File: config.mk
export PLATFORM = sky130hd
export DESIGN_NAME = etc_event_capture
export DESIGN_NICKNAME = d
export VERILOG_FILES = /design/src/etc_pkg.sv /design/src/etc_event_capture.sv
export SDC_FILE = /design/constraint.sdc
export NUM_CORES = 1
export LEC_CHECK = 0
export BUFFER_PORTS_ARGS = -buffer_cell sky130_fd_sc_hd__buf_2
export CORE_UTILIZATION = 60
export CTS_CLUSTER_DIAMETER = 100
export DETAILED_ROUTE_END_ITERATION = 6
export PLACE_DENSITY = 0.94
export SYNTH_ARGS = -nofsm -noshare
export SYNTH_HDL_FRONTEND = slang
export SYNTH_SLANG_ARGS = --single-unit
File: constraint.sdc
create_clock -name clock -period 6.2 [get_ports clock]
set_input_delay 0.93 -clock clock [delete_from_list [all_inputs] [get_ports clock]]
set_output_delay 0.93 -clock clock [all_outputs]
set_load 0.005 [all_outputs]
File: src/etc_pkg.sv
// package for the event timestamp capture block: offsets, field positions, counter ceiling, timing, slot codes
// assumes a 32-bit classic wishbone register bus and a ptp time supplied on the same clock
`default_nettype none
package etc_pkg;
  // register byte offsets
  localparam logic [11:0] ETC_STATUS_CONTROL_OFS = 12'h550;
  localparam logic [11:0] ETC_FIRST_NS_OFS = 12'h554;
  localparam logic [11:0] ETC_FIRST_SEC_OFS = 12'h558;
  localparam logic [11:0] ETC_FIRST_PHASE_OFS = 12'h55c;
  localparam logic [11:0] ETC_UNIT_INDEX_OFS = 12'h560;
  localparam logic [11:0] ETC_IRQ_STATUS_OFS = 12'h570;
  localparam logic [11:0] ETC_IRQ_MASK_OFS = 12'h574;
  // register fields: status/control, first sample nanoseconds, unit index
  localparam int ETC_COUNT_LSB = 17;
  localparam int ETC_COUNT_MSB = 20;
  localparam int ETC_OVERFLOW_BIT = 16;
  localparam int ETC_RISE_EN_BIT = 7;
  localparam int ETC_FALL_EN_BIT = 6;
  localparam int ETC_LAST_UNIT_BIT = 5;
  localparam int ETC_UPSTREAM_SEL_BIT = 1;
  localparam int ETC_CHAIN_EN_BIT = 0;
  localparam int ETC_POLARITY_BIT = 30;
  localparam int ETC_NS_MSB = 29;
  localparam int ETC_INDEX_BIT = 8;
  // interrupt status bits
  localparam int ETC_IRQ_EDGE_BIT = 0;
  localparam int ETC_IRQ_OVF_BIT = 1;
  localparam int ETC_IRQ_WIDTH = 2;
  // counter ceiling
  localparam logic [3:0] ETC_COUNT_MAX = 4'hf;
  // phase slot: 8 ns slots inside a 40 ns period
  localparam int ETC_SLOT_NS = 8;
  localparam int ETC_PERIOD_NS = 40;
  localparam int ETC_CLOCK_MHZ = 250;
  localparam int ETC_SLOT_COUNT = ETC_PERIOD_NS / ETC_SLOT_NS;
  // slot codes; the 16 ns slot uses 010 since 101 is reserved
  localparam logic [2:0] ETC_SLOT_CODE0 = 3'h0;
  localparam logic [2:0] ETC_SLOT_CODE1 = 3'h1;
  localparam logic [2:0] ETC_SLOT_CODE2 = 3'h2;
  localparam logic [2:0] ETC_SLOT_CODE3 = 3'h3;
  localparam logic [2:0] ETC_SLOT_CODE4 = 3'h4;
endpackage : etc_pkg
`default_nettype wire

File: src/etc_event_capture.sv
// event timestamp capture: edge detect, event count, first sample time, cascade chain
// assumes ptp seconds/nanoseconds and a phase slot strobe arrive on the same clock
// What this block does
// [RULE1] 4-bit read-only count of detected edges
// [RULE2] detects edges up to 25 MHz
// [RULE3] overflow flag set, count held at 15
// [RULE4] in chain, only last unit flags overflow
// [RULE5] rising edges detected only when bit 7
// [RULE6] falling edges detected only when bit 6
// [RULE7] bit 5 marks last unit of chain
// [RULE8] bit 1 selects upstream done unit
// [RULE9] software sets upstream select 0 in head
// [RULE10] bit 0 includes unit in chain mode
// [RULE11] first sample polarity in ns bit 30
// [RULE12] first sample nanoseconds in bits 29:0
// [RULE13] first sample seconds, full 32 bits
// [RULE14] 3-bit 8 ns slot code of first sample
// [RULE15] unit index bit 8 selects exposed unit
// [RULE16] first enabled edge fills first-sample registers
`default_nettype none
module etc_event_capture #(
  parameter int UNITS = 2
) (
  input wire logic clock,
  input wire logic sys_rst,
  // wishbone slave
  input wire logic wb_cyc_i,
  input wire logic wb_stb_i,
  input wire logic wb_we_i,
  input wire logic [11:0] wb_adr_i,
  input wire logic [3:0] wb_sel_i,
  input wire logic [31:0] wb_dat_i,
  output logic [31:0] wb_dat_o,
  output logic wb_ack_o,
  // event pins, one per unit, asynchronous
  input wire logic [UNITS-1:0] event_in,
  // ptp time on this clock
  input wire logic [31:0] ptp_sec,
  input wire logic [29:0] ptp_nanosec,
  // one-cycle pulse at the start of each 40 ns period
  input wire logic ptp_period_start,
  // done strobes toward a downstream chain partner
  output logic [UNITS-1:0] unit_done,
  output logic irq
);
  import etc_pkg::*;

  // elaboration check on the unit count
  // only two units can be addressed by the one index bit and upstream select
  // a wider index would need a wider pointer field and a wider upstream select
  generate
    if (UNITS != 2)
    begin : g_bad_units
      $error("etc_event_capture: UNITS must be 2");
    end
  endgenerate

  // overview of the datapath, for the next reader:
  // - each pin passes two flops before anything looks at it
  // - a third flop keeps the previous level, so one edge gives one hit
  // - a hit is an enabled transition that the chain logic lets through
  // - the counter saturates at its ceiling instead of wrapping
  // - only the hit that finds the counter empty latches the time
  // - later hits leave the first sample alone, so software can read it late
  // - the phase slot comes from a tick counter restarted by the period strobe
  // - the register view always shows the unit chosen by the index pointer
  // - every bus access is answered one cycle after it is taken
  // limitation: the pin pulse must last longer than two clock periods,
  // otherwise the synchroniser may swallow it; 25 MHz edges leave margin
  // trade-off: the extra synchroniser latency shifts every capture by the
  // same amount, so differences between samples stay exact

  // per unit state
  // control bits are kept as vectors so the index selects one bit of each
  // count and time are kept as small arrays, one word per unit
  logic [UNITS-1:0] rise_en_reg;
  logic [UNITS-1:0] fall_en_reg;
  logic [UNITS-1:0] last_unit_reg;
  logic [UNITS-1:0] upstream_sel_reg;
  logic [UNITS-1:0] chain_en_reg;
  logic [3:0] count_reg [UNITS];
  logic [UNITS-1:0] overflow_reg;
  logic [UNITS-1:0] polarity_reg;
  logic [29:0] nanosec_reg [UNITS];
  logic [31:0] sec_reg [UNITS];
  logic [2:0] slot_reg [UNITS];
  logic [UNITS-1:0] armed_reg; // chain unit has received its upstream done
  // pin synchronisers and edge history
  logic [UNITS-1:0] sync1_reg;
  logic [UNITS-1:0] sync2_reg;
  logic [UNITS-1:0] prev_reg;
  // global index and interrupts
  logic index_reg;
  logic [ETC_IRQ_WIDTH-1:0] irq_status_reg;
  logic [ETC_IRQ_WIDTH-1:0] irq_mask_reg;
  // slot counter inside the 40 ns period, in 4 ns cycles
  // it stops at its last value if the period strobe goes missing,
  // so a lost strobe gives the last slot rather than a reserved code
  logic [3:0] tick_reg;
  logic [2:0] slot_code;
  // bus decode
  logic bus_req;
  logic bus_wr;
  logic [31:0] rd_next;
  // per unit event strobes
  logic [UNITS-1:0] edge_hit;
  logic [UNITS-1:0] ovf_hit;

  // two-flop synchroniser, then one flop of history; 250 MHz gives margin for 25 MHz edges
  always_ff @(posedge clock)
  begin
    if (sys_rst)
    begin
      sync1_reg <= '0;
      sync2_reg <= '0;
      prev_reg <= '0;
    end
    else
    begin
      sync1_reg <= event_in;
      sync2_reg <= sync1_reg; // [RULE2]
      prev_reg <= sync2_reg;
    end
  end

  // count 4 ns ticks within the period; restarts on the period strobe
  always_ff @(posedge clock)
  begin
    if (sys_rst || ptp_period_start)
      tick_reg <= '0;
    else if (tick_reg != 4'(ETC_PERIOD_NS * ETC_CLOCK_MHZ / 1000 - 1))
      tick_reg <= tick_reg + 4'h1;
  end

  // map tick to the 8 ns slot code; two ticks per slot at 250 MHz
  always_comb
  begin
    unique case (tick_reg[3:1])
      3'h0: slot_code = ETC_SLOT_CODE0;
      3'h1: slot_code = ETC_SLOT_CODE1;
      3'h2: slot_code = ETC_SLOT_CODE2;
      3'h3: slot_code = ETC_SLOT_CODE3;
      default: slot_code = ETC_SLOT_CODE4; // [RULE14]
    endcase
  end

  // a request is taken only while no ack is out, so a held strobe
  // after the ack does not start a second access
  assign bus_req = wb_cyc_i && wb_stb_i && !wb_ack_o;
  // writes land on the same edge that raises the ack
  assign bus_wr = bus_req && wb_we_i;

  // per unit edge qualification, counting and first capture
  // one copy of the logic per unit; the units share only the done strobes
  // hazard: a unit chained to itself would arm on its own done pulse,
  // which is why the arming below refuses a select that points home
  generate
    for (genvar u = 0; u < UNITS; u++)
    begin : g_unit
      logic rise;
      logic fall;
      logic allowed;
      // an enabled transition of the synchronised pin
      assign rise = sync2_reg[u] && !prev_reg[u] && rise_en_reg[u]; // [RULE5]
      assign fall = !sync2_reg[u] && prev_reg[u] && fall_en_reg[u]; // [RULE6]
      // in a chain a unit waits for its upstream done; the head has none
      assign allowed = !chain_en_reg[u] || armed_reg[u]; // [RULE10]
      assign edge_hit[u] = (rise || fall) && allowed;
      // overflow: a hit with counter already full; chained non-last units stay silent
      assign ovf_hit[u] = edge_hit[u] && count_reg[u] == ETC_COUNT_MAX
                          && (!chain_en_reg[u] || last_unit_reg[u]); // [RULE4] [RULE7]

      // arming from the selected upstream unit's done strobe
      always_ff @(posedge clock)
      begin
        if (sys_rst)
          armed_reg[u] <= 1'b0;
        else if (!chain_en_reg[u])
          armed_reg[u] <= 1'b0;
        else if (unit_done[upstream_sel_reg[u]] && upstream_sel_reg[u] != 1'(u)) // [RULE8] [RULE9]
          armed_reg[u] <= 1'b1;
        else if (u == 0 && !upstream_sel_reg[u])
          armed_reg[u] <= 1'b1; // head pointing at itself runs freely
      end

      // event counter and overflow; software clears both by writing one to the overflow bit
      always_ff @(posedge clock)
      begin
        if (sys_rst)
        begin
          count_reg[u] <= '0;
          overflow_reg[u] <= 1'b0;
        end
        else if (edge_hit[u])
        begin
          if (count_reg[u] != ETC_COUNT_MAX)
            count_reg[u] <= count_reg[u] + 4'h1; // [RULE1]
          if (ovf_hit[u])
            overflow_reg[u] <= 1'b1; // [RULE3]
        end
        else if (bus_wr && index_reg == 1'(u) && wb_adr_i == ETC_STATUS_CONTROL_OFS && wb_sel_i[2]
                 && wb_dat_i[ETC_OVERFLOW_BIT])
        begin
          // writing one to bit 16 rearms the unit; an edge in that cycle wins
          count_reg[u] <= '0;
          overflow_reg[u] <= 1'b0;
        end
      end

      // first sample latch: only the edge that finds the counter at zero
      always_ff @(posedge clock)
      begin
        if (sys_rst)
        begin
          polarity_reg[u] <= 1'b0;
          nanosec_reg[u] <= '0;
          sec_reg[u] <= '0;
          slot_reg[u] <= '0;
        end
        else if (edge_hit[u] && count_reg[u] == 4'h0) // [RULE16]
        begin
          polarity_reg[u] <= rise; // [RULE11]
          nanosec_reg[u] <= ptp_nanosec; // [RULE12]
          sec_reg[u] <= ptp_sec; // [RULE13]
          slot_reg[u] <= slot_code; // [RULE14]
        end
      end

      // done pulse once the unit has taken its first sample in chain mode
      always_ff @(posedge clock)
      begin
        if (sys_rst)
          unit_done[u] <= 1'b0;
        else
          unit_done[u] <= chain_en_reg[u] && edge_hit[u] && count_reg[u] == 4'h0;
      end
    end
  endgenerate

  // control bits of the indexed unit
  // only the low byte lane carries control bits; other lanes leave them
  // reserved bits are not stored and read back as zero
  always_ff @(posedge clock)
  begin
    if (sys_rst)
    begin
      rise_en_reg <= '0;
      fall_en_reg <= '0;
      last_unit_reg <= '0;
      upstream_sel_reg <= '0;
      chain_en_reg <= '0;
    end
    else if (bus_wr && wb_adr_i == ETC_STATUS_CONTROL_OFS && wb_sel_i[0])
    begin
      rise_en_reg[index_reg] <= wb_dat_i[ETC_RISE_EN_BIT]; // [RULE5]
      fall_en_reg[index_reg] <= wb_dat_i[ETC_FALL_EN_BIT]; // [RULE6]
      last_unit_reg[index_reg] <= wb_dat_i[ETC_LAST_UNIT_BIT]; // [RULE7]
      upstream_sel_reg[index_reg] <= wb_dat_i[ETC_UPSTREAM_SEL_BIT]; // [RULE8]
      chain_en_reg[index_reg] <= wb_dat_i[ETC_CHAIN_EN_BIT]; // [RULE10]
    end
  end

  // unit index pointer
  // the pointer sits in the second byte lane, so it needs sel[1]
  // changing it does not disturb any unit, it only moves the view
  always_ff @(posedge clock)
  begin
    if (sys_rst)
      index_reg <= 1'b0;
    else if (bus_wr && wb_adr_i == ETC_UNIT_INDEX_OFS && wb_sel_i[1])
      index_reg <= wb_dat_i[ETC_INDEX_BIT]; // [RULE15]
  end

  // sticky interrupt status, write one to clear, set wins over clear
  // set wins so an event in the clearing cycle is never lost
  // bit 0 gathers hits of all units, bit 1 overflows of all units
  always_ff @(posedge clock)
  begin
    if (sys_rst)
      irq_status_reg <= '0;
    else
    begin
      for (int b = 0; b < ETC_IRQ_WIDTH; b++)
      begin
        if ((b == ETC_IRQ_EDGE_BIT && |edge_hit) || (b == ETC_IRQ_OVF_BIT && |ovf_hit))
          irq_status_reg[b] <= 1'b1;
        else if (bus_wr && wb_adr_i == ETC_IRQ_STATUS_OFS && wb_sel_i[0] && wb_dat_i[b])
          irq_status_reg[b] <= 1'b0;
      end
    end
  end

  // interrupt mask
  // same layout as the status; a one lets that status bit reach irq
  always_ff @(posedge clock)
  begin
    if (sys_rst)
      irq_mask_reg <= '0;
    else if (bus_wr && wb_adr_i == ETC_IRQ_MASK_OFS && wb_sel_i[0])
      irq_mask_reg <= wb_dat_i[ETC_IRQ_WIDTH-1:0];
  end

  // registered level interrupt
  // one cycle behind the status, traded for a glitch-free pin
  always_ff @(posedge clock)
  begin
    if (sys_rst)
      irq <= 1'b0;
    else
      irq <= |(irq_status_reg & irq_mask_reg);
  end

  // read mux over the indexed unit; unmapped reads give zero
  // the address is compared whole, so aliases read as unmapped
  // reserved fields are left at the zero of the default assignment
  always_comb
  begin
    rd_next = '0;
    unique case (wb_adr_i)
      ETC_STATUS_CONTROL_OFS:
      begin
        rd_next[ETC_COUNT_MSB:ETC_COUNT_LSB] = count_reg[index_reg]; // [RULE1]
        rd_next[ETC_OVERFLOW_BIT] = overflow_reg[index_reg]; // [RULE3]
        rd_next[ETC_RISE_EN_BIT] = rise_en_reg[index_reg];
        rd_next[ETC_FALL_EN_BIT] = fall_en_reg[index_reg];
        rd_next[ETC_LAST_UNIT_BIT] = last_unit_reg[index_reg];
        rd_next[ETC_UPSTREAM_SEL_BIT] = upstream_sel_reg[index_reg];
        rd_next[ETC_CHAIN_EN_BIT] = chain_en_reg[index_reg];
      end
      ETC_FIRST_NS_OFS:
      begin
        rd_next[ETC_POLARITY_BIT] = polarity_reg[index_reg]; // [RULE11]
        rd_next[ETC_NS_MSB:0] = nanosec_reg[index_reg]; // [RULE12]
      end
      ETC_FIRST_SEC_OFS: rd_next = sec_reg[index_reg]; // [RULE13]
      ETC_FIRST_PHASE_OFS: rd_next[2:0] = slot_reg[index_reg]; // [RULE14]
      ETC_UNIT_INDEX_OFS: rd_next[ETC_INDEX_BIT] = index_reg; // [RULE15]
      ETC_IRQ_STATUS_OFS: rd_next[ETC_IRQ_WIDTH-1:0] = irq_status_reg;
      ETC_IRQ_MASK_OFS: rd_next[ETC_IRQ_WIDTH-1:0] = irq_mask_reg;
      default: rd_next = '0;
    endcase
  end

  // one-cycle ack, registered read data; every address is acknowledged
  // acking unmapped addresses keeps a stray access from hanging the bus
  // data is zero outside the ack cycle so a wired-or bus stays clean
  always_ff @(posedge clock)
  begin
    if (sys_rst)
    begin
      wb_ack_o <= 1'b0;
      wb_dat_o <= '0;
    end
    else
    begin
      wb_ack_o <= bus_req;
      wb_dat_o <= bus_req ? rd_next : 32'h0;
    end
  end
endmodule : etc_event_capture
`default_nettype wire

* After elaboration in Yosys (flattened, before gate mapping) *
Memory sizes are Yosys's and may differ from the RTL's. A register that Yosys moved wholly into a read port is not among the register bits.
Cells that the tools add are included.

word-level totals
  bits in registers = 67
  output and inout port bits = 36
  memory bits (writable) = 138
  word-level logic and storage cells = 233
  input port bits = 118
  memories = 4

memories
  memory       depth  width  read ports  clocked after memory_dff  write ports  line                     RTL
  sec_reg      2      32     1           1                         2            etc_event_capture.sv:85  logic [31:0] sec_reg [UNITS];
  nanosec_reg  2      30     1           1                         2            etc_event_capture.sv:84  logic [29:0] nanosec_reg [UNITS];
  count_reg    2      4      3           1                         2            etc_event_capture.sv:81  logic [3:0] count_reg [UNITS];
  slot_reg     2      3      1           1                         2            etc_event_capture.sv:86  logic [2:0] slot_reg [UNITS];

cells by class
  $lt $le $gt $ge = 4
  bitwise gates (word level) = 17
  eq/ne operators = 18
  muxes and demuxes = 88
  reductions and logical operators = 74
  add/subtract/negate cells = 3

operator list
  operator                number
  $eq A12 B11 Y1 const B  7
  $mux W32                2
  $mux W1                 63
  $mux W30                2
  $logic_and A1 B1 Y1     44
  $pmux W10 S2            1
  $mux W4                 4
  $pmux W5 S3             1
  $pmux W7 S2             1
  $add A4 B1 Y4 const B   3
  $ne A4 B4 Y1 const B    3
  $pmux W2 S6             1
  $pmux W3 S4             1
  $reduce_or A2 Y1        6
  $bwmux W2               5
  $or A1 B1 Y1            10
  $pmux W3 S3             1
  $eq A4 B4 Y1 const B    2
  $logic_not A4 Y1        2
  $reduce_bool A2 Y1      4
  $logic_not A1 Y1        7
  $logic_or A1 B1 Y1      7
  $eq A3 B2 Y1 const B    2
  $lt A1 B2 Y1 const B    3
  other kinds (12)        22

* Longest topological paths before layout *
Gate-level depths: netlist (run 1).

  depth in word-level cells = 12
  mapped depth = 7
  mapped depth without buffers = 6

* Least setup slack after synthesis (run 1) *
OpenSTA, ideal clock, no wires.

  path type = register to register
  start = reg sync2_reg[1]
  end = mem nanosec_reg[1][0], enable pin
  buffers on the path = 0
  required time = 5.699 ns
  arrival = 3.753 ns
  clock period less this slack = 4.254 ns
  stages on the path, launching flop included = 4
  slack = 1.946 ns
  setup time = 0.501 ns
  cell sequence = dfxtp_1 > nand3b_1 > a21o_1 > o21bai_1

RTL lines
  what                    line                      RTL
  from (decl)             etc_event_capture.sv:90   logic [UNITS-1:0] sync2_reg;
  from (signal assigned)  etc_event_capture.sv:121  sync2_reg <= sync1_reg;
  to (decl)               etc_event_capture.sv:84

* Worst setup path after layout (run 1) *
  start = in wb_adr_i[2]
  end = reg wb_dat_o[9]

between the ends
  longest elaborated chain between the ends = 2
  elaborated cells between the ends (all ways) = 3
  classes of those cells = eq/ne (2); mux (1)

ends and longest elaborated chain
  what                  line                      RTL
  from (decl)           etc_event_capture.sv:30   input wire logic [11:0] wb_adr_i,
  $eq A12 B11 Y1        etc_event_capture.sv:319  unique case (wb_adr_i)
  $pmux W7 S2 (*)       etc_event_capture.sv:319
  to (signal assigned)  etc_event_capture.sv:357  wb_dat_o <= bus_req ? rd_next : 32'h0;
  to (decl)             etc_event_capture.sv:33   output logic [31:0] wb_dat_o,

Every way passes the cells marked *; elsewhere a longest branch is shown, timed or not.
A chain may end at the register's enable or synchronous reset.

==> results.md, run 1 <==
* Fill cell count at 937
* Core Rows at 44
* Status: finished with violations
* Htree depth at 1
* Max-slew headroom at 0.230
* EDFF count, synth at between 100 and 150
* Slew @ Worst Pin at approximately 1200 ps
* RSZ-0062 raised after global routing: false
* Vias at 6082
* Longest Clk Path Bufs at 3
* Sequential share of the synthesized area at 0.618
* Synth Register Bits at 206
* Hold buffer count at CTS at 0
* Buf/Inv on CP at 1
* Simple-Gate Fraction of Synth Area at 0.189
* First-iteration detailed-routing DRC count at 682
* Slowest stage delay, CP at approximately 930 ps
* Synth Area in XOR/XNOR at 0.00590
* Starting density of the core at 0.615
* Post-Syn Nets at 837
* Main combinational cell family by area after synthesis: simple AND/OR/NAND/NOR gates
* Worst Setup SP: wb_adr_i[2]
* Area growth syn-to-layout at 16.3%
* Worst skew pair latency at 510 ps
* Layout Nets at 951
* Crit-path cells: buf_2 > nand2b_1 > or4_1 > o22ai_1 > and2_1
* Total die area at 0.0153 sq mm
* Total GRT Usage at 0.254
* Failing checks: design-rule violations
* Dominant cells by area after synthesis: edfxtp_1 (47%), dfxtp_1 (15%), and2_1 (10%), mux2i_1 (6.9%), o22ai_1 (2.0%)
* DIE HEIGHT at approximately 120 um
* Total wire length at 18800 um
* Min cycle time layout at roughly 2600 ps
* Fin. Hold Viols at 0
* CTS tree: built
* Top cell type's share of synthesized area at 0.465
* Total gr overflow at 0
* Port bufs at 127
* Avg Inst Size Synth at 12.5 sq um
* Max-Cap Viols at 0
* YS warnings at 0
* Post-cts gate resize count at 0
* CP delay by family, top: simple AND/OR/NAND/NOR gates
* Post-synthesis adder-cell area fraction at 0.00843
* Clock slew at reported path FFs at 60 ps
* Post CTS Setup Buffer Count at 0
* DP HPWL at 11700 um
* Slowest-stage cell, CP: or4_1
* Part of the cycle the worst path needs at 0.420
* Core footprint at 0.0145 sq mm
* Placed cells at 987
* DR WL/cell at 18.3 um
* Final Wtd Congestion at 0.906
* Area leader, netlist: edfxtp_1
* CP Launch Type: input port
* Power Density at approximately 280 mW/mm^2
* Async SR Flop Fraction at 0
* Via density at 5.90
* Vias in the first global route at 6089
* Critical path class: in -> reg
* Post-Syn Area at approximately 0.009 sq mm
* Share of cells above drive strength 1 at 0.219
* Worst path required time at 6650 ps
* Min-delay src: sync1_reg[0]
* Top-count cell post-synth: and2_1
* CP max FO at 17
* # DRC at 1
* Synth Area in Compound Gates at 0.0628
* Die W at approximately 120 um
* CTS sink cnt at 206
* Mux cell area share after synthesis at 0.0876
* Final setup vio count at 0
* Fmax at 384 MHz
* Hold slack at 435 ps
* Slew Limit Fails at 0
* Leak at 0.00389 uW
* DRT antenna net count at 0
* CTS root buffer: clkbuf_16
* Most common library cells after synthesis: and2_1 (144), edfxtp_1 (138), dfxtp_1 (68), mux2i_1 (61)
* Arr. time, crit path at between 3000 and 4000 ps
* Sum Neg Setup Slack at 0 ps
* Yosys cell types at 53
* Worst setup EP type: register
* Initial antenna violation count at 4
* Largest net degree at the start of global routing at 69
* Pre-antenna DRT Iters at 7
* Max reg flops at between 60 and 70
* Non-filler instance count after layout at ~1000
* First-pass GRT wire length at 29600 um
* Mapped Cells at 713
* Skew final at 12.3 ps
* Max VDD drop at about 0.00022 V
* Main flop type after synthesis: edfxtp_1
* CTS Buf Count at 22
* I/O pin count at 154
* Hold Crit Class: reg -> reg
## cell families after synthesis
kind of cell | after synthesis
xor gates and xnor gates | 6
adders and majority gates | 6
AOI/OAI and AO/OA | 90
muxes | 73
DFF | 206
buffers and inverters | 54
and+or+nand+nor | 278
## power by group
group          total, uW  leakage (uW)  internal, uW  switching [uW]
combinational        102       0.00157          40.4            62.1
sequential          1510       0.00197          1490            12.2
clock               1260      0.000345           751             514
total               2870       0.00389          2280             589
## layer usage
layer	global-route usage	part of all wire	wire length [um]	vias up
met3	0.0499	0.078	1480	52
met4	0.105	0.031	577	2
met1	0.314	0.39	7290	2913
met2	0.435	0.50	9480	287
li1	-	-	-	2828
met5	0	0.00069	13	-
## cell type report
cell class | count | area (sq um) | area share
clock buffer | 28 | 583 | 0.0563
multi-input combinational | 453 | 3180 | 0.307
clock inverter | 12 | 120 | 0.0116
sequential | 206 | 5510 | 0.532
inverter | 11 | 41.3 | 0.00399
antenna | 4 | 10.0 | 0.000966
tap | 184 | 230 | 0.0222
timing repair buffer | 133 | 681 | 0.0657
## worst reg2reg max path: stages (launching register included)
cell       delay [ps]
dfxtp_4          1110
mux4_2            620
o2bb2ai_1         150
a32oi_1           180
nor2_1             70
## metrics by stage
step	util	setup WS, ps	power, uW	area, sq um
after floorplan	-	1950	1580	8900
after global placement	0.666	3180	1630	9640
after detailed placement	0.666	3130	1640	9640
after CTS	0.715	3620	2880	10300
after global routing	0.715	3510	2960	10400
final	0.715	3590	2870	10400
## path summary, 6_finish.rpt
| kind | endpoint | slack, ps | cells past startpoint |
|---|---|---|---|
| hold reg to reg | sync2_reg[0] | 430 | 1 |
| setup / recovery | wb_dat_o[9] | 3590 | 5 |
| setup reg to reg | wb_dat_o[0] | 3950 | 4 |
| hold / removal | sync2_reg[0] | 430 | 1 |
## cell usage in the layout, fill, tap and decap left out, drive strengths merged, types with 3 or more instances in the layout
| cell type | count |
|---|---|
| and2 | 144 |
| a22oi | 9 |
| or3 | 6 |
| nor2b | 10 |
| clkbuf | 28 |
| a31oi | 5 |
| nor4bb | 3 |
| a21oi | 17 |
| nand4 | 15 |
| o22ai | 28 |
| nand2b | 9 |
| nand2 | 9 |
| diode | 4 |
| mux2i | 61 |
| nor2 | 28 |
| nand3 | 12 |
| edfxtp | 138 |
| nor3 | 12 |
| dfxtp | 68 |
| clkinv | 10 |
| ha | 6 |
| mux2 | 9 |
| mux4 | 3 |
| nand3b | 5 |
| o21ai | 17 |
| nor3b | 5 |
| buf | 133 |
| xnor2 | 3 |
| xor2 | 3 |
| and3 | 6 |
| inv | 11 |
No activity file was read; power rests on OpenSTA's default activity.
==> inputs of run 2 (changes only) <==
Settings changed: ABC_AREA set to 1, CORE_UTILIZATION 60 to 56, PLACE_DENSITY 0.94 to 0.88.
Clock period 6.2 ns to 2.7 ns, I/O delays scaled along.
==> run 2 against run 1 <==
  * The run now ends clean
  * Design area is 3.4% higher
  * Synthesized cell count is 41% higher
  * Global-route usage is 0.75 points lower
  * Cell count is 32% higher
  * Largest cell class unchanged
==> results.md, run 2 <==
* Status: finished clean
* Part of the cycle the worst path needs at 0.784
* Avg Inst Size Synth at 9.14 sq um (-27%)
* Die W at 130 um (+5.1%)
* Main combinational cell family by area after synthesis: simple AND/OR/NAND/NOR gates
* Vias at 7065 (+16%)
* Hold-critical path depth at 3 (+2)
* Layout Nets at 1253 (+32%)
* Post-cts gate resize count at 0 (unchanged)
* Core footprint at 0.0159 sq mm (+10%)
* Reg2Reg Depth at 6 (+2)
* Sequential share of the synthesized area at 0.599 (-0.0194)
* Final WS setup at 582 ps (-3010 ps)
* Min-delay src: event_in[1]
* Dominant cells by area after synthesis: edfxtp_1 (45%), dfxtp_1 (15%), nand2_1 (8.4%), nor2_1 (7.6%), inv_1 (5.9%)
* CTS Buf Count at 22 (unchanged)
* Largest net degree at the start of global routing at 73 (+5.8%)
* Post-Syn Nets at 1130 (+35%)
* Arr. time, crit path at 2270 ps (-790 ps)
* Power Density at 626 mW/mm^2 (+130%)
* Synth Register Bits at 206 (unchanged)
* Worst r2r src: count_reg[1][0]
* Slew Limit Fails at 0 (unchanged)
* Max VDD drop at 0.000516 V (+140%)
* CP max FO at 65 (+48)
* Fin. Hold Viols at 0 (unchanged)
* DP HPWL at 12800 um (+9.8%)
* Reg power frac at 0.516 (-0.008)
* Critical path class: reg -> reg
* Vias in the first global route at 6609 (+8.5%)
* Worst Setup SP: count_reg[1][0]
* Sum Neg Setup Slack at 0 ps (unchanged)
* DRT antenna net count at 0 (unchanged)
* Via density at 5.19 (-12%)
* Post-Syn Area at 0.00919 sq mm (+3.2%)
* Total die area at 0.0169 sq mm (+10%)
* Simple-Gate Fraction of Synth Area at 0.227 (+0.0389)
* I/O pin count at 154 (unchanged)
* Longest Clk Path Bufs at 3 (unchanged)
* Slew @ Worst Pin at 843 ps (-311 ps)
* Initial antenna violation count at 1 (-3)
* Max-Cap Viols at 0 (unchanged)
* Max reg flops at 64 (unchanged)
* EDFF count, synth at 138 (unchanged)
* Final core occ at 0.672 (-0.0437)
* Port bufs at 127 (unchanged)
* Worst path required time at 2850 ps (-3800 ps)
* Post-synthesis adder-cell area fraction at 0.00817 (-0.000265)
* YS warnings at 0 (unchanged)
* Core Rows at 46 (+4.5%)
* Switching pwr at 1370 uW (+130%)
* Starting density of the core at 0.577 (-0.0383)
* Total gr overflow at 0 (unchanged)
* CP Launch Type: register
* Mux cell area share after synthesis at 0.00871 (-0.0788)
* Design area at 0.0107 sq mm (+3.4%)
* Most frequent cells in the layout: nand2_1 (204), nor2_1 (185), inv_1 (143), edfxtp_1 (138), buf_2 (127)
* Min cycle time layout at 2120 ps
* Mapped Cells at 1006 (+41%)
* Top-count cell post-synth: nand2_1
* Total GRT Usage at 0.246 (-0.00754)
* RSZ-0062 raised after global routing: false
* Post CTS Setup Buffer Count at 0 (unchanged)
* CTS sink cnt at 206 (unchanged)
* Leak at 0.00488 uW (+25%)
* Yosys cell types at 37 (-30%)
* Hold buffer count at CTS at 0 (unchanged)
* First-pass GRT wire length at 31800 um (+7.5%)
* Most common library cells after synthesis: nand2_1 (206), nor2_1 (185), inv_1 (144), edfxtp_1 (138), dfxtp_1 (68)
* CTS root buffer: clkbuf_16
* Htree depth at 1 (unchanged)
* Pre-antenna DRT Iters at 5 (-2)
* Hold Crit Class: in -> reg
* Cell internal pwr at 5330 uW (+130%)
* Combinational share of power at 0.038 (+0.002)
* Placed Area at 0.00997 sq mm (+3.4%)
* CTS tree: built
* Post-place setup slack at 611 ps (-2510 ps)
* Synth Area in XOR/XNOR at 0.00286 (-0.00304)
* Total wire length at 20400 um (+8.6%)
* Synth Area in Compound Gates at 0.0626 (-0.000206)
* Leading cell type in the layout, fill and taps excluded: nand2_1
* Top cell type's share of synthesized area at 0.451 (-0.0146)
* Clock network fraction of total power at 0.446 (+0.006)
* Fmax at between 400 and 500 MHz
* Area growth syn-to-layout at 16.5%
* First-iteration detailed-routing DRC count at 593 (-13%)
* Area leader, netlist: edfxtp_1
* # DRC at 0 (-1)
* Max-slew headroom at 0.438 (+0.207)
* Worst setup EP type: register
* DIE HEIGHT at 130 um (+5.1%)
* Final Wtd Congestion at 0.899 (-0.68%)
* Share of cells above drive strength 1 at 0.185 (-0.0343)
* Async SR Flop Fraction at 0 (unchanged)
* Sw frac at 0.204 (-0.000532)
* Main flop type after synthesis: edfxtp_1
* Worst skew pair latency at 500 ps (about the same)
* DR WL/cell at 15.0 um (-18%)
* Final setup vio count at 0 (unchanged)
* Skew final at 15.9 ps (+3.58 ps)
* Clock slew at reported path FFs at 60 ps (about the same)
run 2: changes by cell type after synthesis, sizes merged, moves of 35 or more:
cell / before / now
mux2i: 61 / 8
inv: 11 / 146
o21ai: 17 / 52
and2: 144 / 0
a21oi: 17 / 53
nor2: 28 / 201
nand2: 9 / 213
run 2: layer usage:
| layer | up-vias | part of all wire | GRT usage |
|---|---|---|---|
| met4 | 0 | 0.038 | 0.107 |
| met5 | - | 0 | 0 |
| met1 | 3272 | 0.39 | 0.307 |
| met3 | 57 | 0.068 | 0.0357 |
| li1 | 3448 | - | - |
| met2 | 288 | 0.50 | 0.426 |
run 2: worst max-delay path, cell delays in order (launching register included):
cell and delay (ps):
edfxtp_1 430, inv_1 120, ha_1 160, nor3b_1 380, nand2_1 190, nand2_2 120
buf_12 320
run 2: kinds of logic after synthesis:
logic type      Yosys count
buf+inv                 191
fa+ha+maj                 6
compound gates          110
mux                       8
xor+xnor                  3
simple gates            482
flops                   206
run 2: final cells by class:
type,count,area (sq um)
Antenna cell,1,2.50
Clock buffer,32,628
Clock inverter,8,104
Fill cell,1214,5240
Inverter,149,561
Multi-Input combinational cell,609,2860
Sequential cell,206,5510
Tap cell,216,270
Timing Repair Buffer,141,778
run 2: power by group through the flow:
stage	Sequential [uW]	Combinational (uW)	Clock, uW
2_1_floorplan	3520	126	0
3_3_place_gp	3520	242	0
3_5_place_dp	3520	251	0
4_1_cts	3460	254	3030
5_1_grt	3460	283	3170
6_report	3460	253	2990
run 2: path summary, 6_finish.rpt:
path | endpoint | slack [ps]
setup / recovery | nanosec_reg[1][0] | 580
hold / removal | sync1_reg[1] | 120
setup reg to reg | nanosec_reg[1][0] | 580
hold reg to reg | sync2_reg[1] | 400
run 2: through the flow:
step,hold slack (ps),total power (uW),std cells
after detailed placement,398,3780,1321
after global routing,142,6920,1362
after floorplan,388,3650,1006
after global placement,395,3760,1321
final,115,6700,1362
after CTS,110,6740,1361
==> inputs of run 3 (changes only) <==
Clock period 2.7 ns to 2 ns, I/O delays scaled along.
==> run 3 against run 2 <==
  * Via count increased by 2.9%
  * Combinational power is 45% higher
  * Sequential share of layout area fell by 0.72 points
  * Critical path type unchanged
  * Largest cell class unchanged
  * Largest power group unchanged
  * Highest routed layer unchanged
==> results.md, run 3 (synthesis gave the netlist of run 2 again) <==
* # DRC at 0 (unchanged)
* Largest net degree at the start of global routing at 73 (unchanged)
* Final Wtd Congestion at 0.902 (+0.23%)
* Pre-antenna DRT Iters at 5 (unchanged)
* Top layer in use: met4
* CTS sink cnt at 206 (unchanged)
* Fill cell count at 1134 (-6.6%)
* Met2 routed WL at 11400 um (+11%)
* Status: finished clean
* Core Rows at 46 (unchanged)
* Via density at 5.31 (+2.3%)
* Most frequent cells in the layout: nand2_1 (204), nor2_1 (185), inv_1 (143), edfxtp_1 (138), buf_2 (127)
* Total die area at 0.0169 sq mm (unchanged)
* Area growth syn-to-layout at 18.1%
* DP HPWL at 14200 um (+11%)
* Worst path required time at 2220 ps (-630 ps)
* First-pass GRT wire length at 34300 um (+7.8%)
* Longest Clk Path Bufs at 3 (unchanged)
* Max-slew headroom at 0.559 (+0.121)
* Fin. Hold Viols at 0 (unchanged)
* First-iteration detailed-routing DRC count at 555 (-6.4%)
* Leak at 0.00496 uW (+1.6%)
* Share of cells above drive strength 1 at 0.196 (+0.0107)
* Slew @ Worst Pin at 657 ps (-186 ps)
* Worst skew pair latency at 510 ps (about the same)
* Multi-input combinational cell area at 0.00288 sq mm (+0.70%)
* DR WL/cell at 16.2 um (+7.6%)
* Part of the cycle the worst path needs at 0.920 (+0.135)
* Port bufs at 127 (unchanged)
* Sum Neg Setup Slack at 0 ps (unchanged)
* Total wire length at 22100 um (+8.2%)
* Die W at 130 um (unchanged)
* Total gr overflow at 0 (unchanged)
* CTS tree: built
* Layout Nets at 1264 (+0.88%)
* WL met1 at 8380 um (+4.3%)
* Arr. time, crit path at 2060 ps (-210 ps)
* RSZ-0062 raised after global routing: false
* I/O pin count at 154 (unchanged)
* CP Launch Type: register
* CTS Buf Count at 21 (-4.5%)
* Final core occ at 0.681 (+0.00950)
* Clock slew at reported path FFs at 60 ps (about the same)
* Power Density at 829 mW/mm^2 (+32%)
* Htree depth at 1 (unchanged)
* Hold buffer count at CTS at 0 (unchanged)
* CTS root buffer: clkbuf_16
* Critical path class: reg -> reg
* Antenna Cells at 0 (-1)
* Vias at 7270 (+2.9%)
* Post CTS Setup Buffer Count at 0 (unchanged)
* Hold Crit Class: in -> reg
* Max-Cap Viols at 0 (unchanged)
* DRT antenna net count at 0 (unchanged)
* Total GRT Usage at 0.265 (+0.0184)
* DIE HEIGHT at 130 um (unchanged)
* FF/Latch Area at 0.00551 sq mm (unchanged)
* Initial antenna violation count at 0 (-1)
* CP max FO at 40 (-38%)
* Fmax at 544 MHz (+15%)
* Starting density of the core at 0.577 (unchanged)
* Min cycle time layout at 1840 ps (-278 ps)
* Met3 wire len at 1600 um (+15%)
* Slew Limit Fails at 0 (unchanged)
* Core footprint at 0.0159 sq mm (unchanged)
* Leading cell type in the layout, fill and taps excluded: nand2_1
* Max reg flops at 64 (unchanged)
* Skew final at 21.0 ps (+5.05 ps)
* Vias in the first global route at 6994 (+5.8%)
* Worst setup EP type: register
* Final setup vio count at 0 (unchanged)
* Max VDD drop at 0.000758 V (+47%)
-- run 3: per-layer routing --
layer | GRT usage | up-vias
met5 | 0 | -
met4 | 0.107 | 0
met3 | 0.0353 | 69
met2 | 0.471 | 350
met1 | 0.325 | 3381
li1 | - | 3470
-- run 3: layout make-up --
type	instances	share of cell area
repair buffers	153	0.0869
multi-input cells	609	0.265
clock buffers	33	0.0600
well taps	216	0.0249
clock inverters	4	0.00449
inverters	149	0.0516
flip-flops and latches	206	0.507
-- run 3: final timing paths --
kind / start / to / slack, ps / depth (start not counted)
max: rise_en_reg[1] / nanosec_reg[1][17] / 160 / 9
min: event_in[1] / sync1_reg[1] / 10 / 3
max reg2reg: rise_en_reg[1] / nanosec_reg[1][17] / 160 / 9
min reg2reg: sync1_reg[0] / sync2_reg[0] / 400 / 2
-- run 3: where the power goes --
group | total (uW) | internal, uW | switching [uW] | leakage [uW]
clock | 3970 | 2360 | 1600 | 0.000347
sequential | 4670 | 4630 | 39.8 | 0.00197
combinational | 368 | 138 | 230 | 0.00264
total | 9010 | 7130 | 1870 | 0.00496
-- run 3: worst max-delay path: stages (launching register included) --
cell and delay [ps]:
dfxtp_1 310, inv_1 70, nor2_1 40, nand2_1 90
nand2_1 70, o21ai_1 190, inv_2 120, nand3_2 100
buf_4 430, nor2_1 130
-- run 3: stage by stage --
step	total power, uW	cell area [sq um]	hold WS, ps	std cells	worst slack (ps)
6_report	9010	10900	11.3	1370	160
5_1_grt	9250	10900	33.3	1370	62.7
4_1_cts	9010	10800	5.24	1370	87.9
3_5_place_dp	5120	10100	400	1333	126
3_3_place_gp	5100	10100	396	1333	147
2_1_floorplan	4920	9210	388	1006	102
-- run 3: repair_timing --
action	in CTS	in global routing
setup endpoints to repair	0	25
gates resized for setup	0	2
endpoints found under the hold margin	0	0
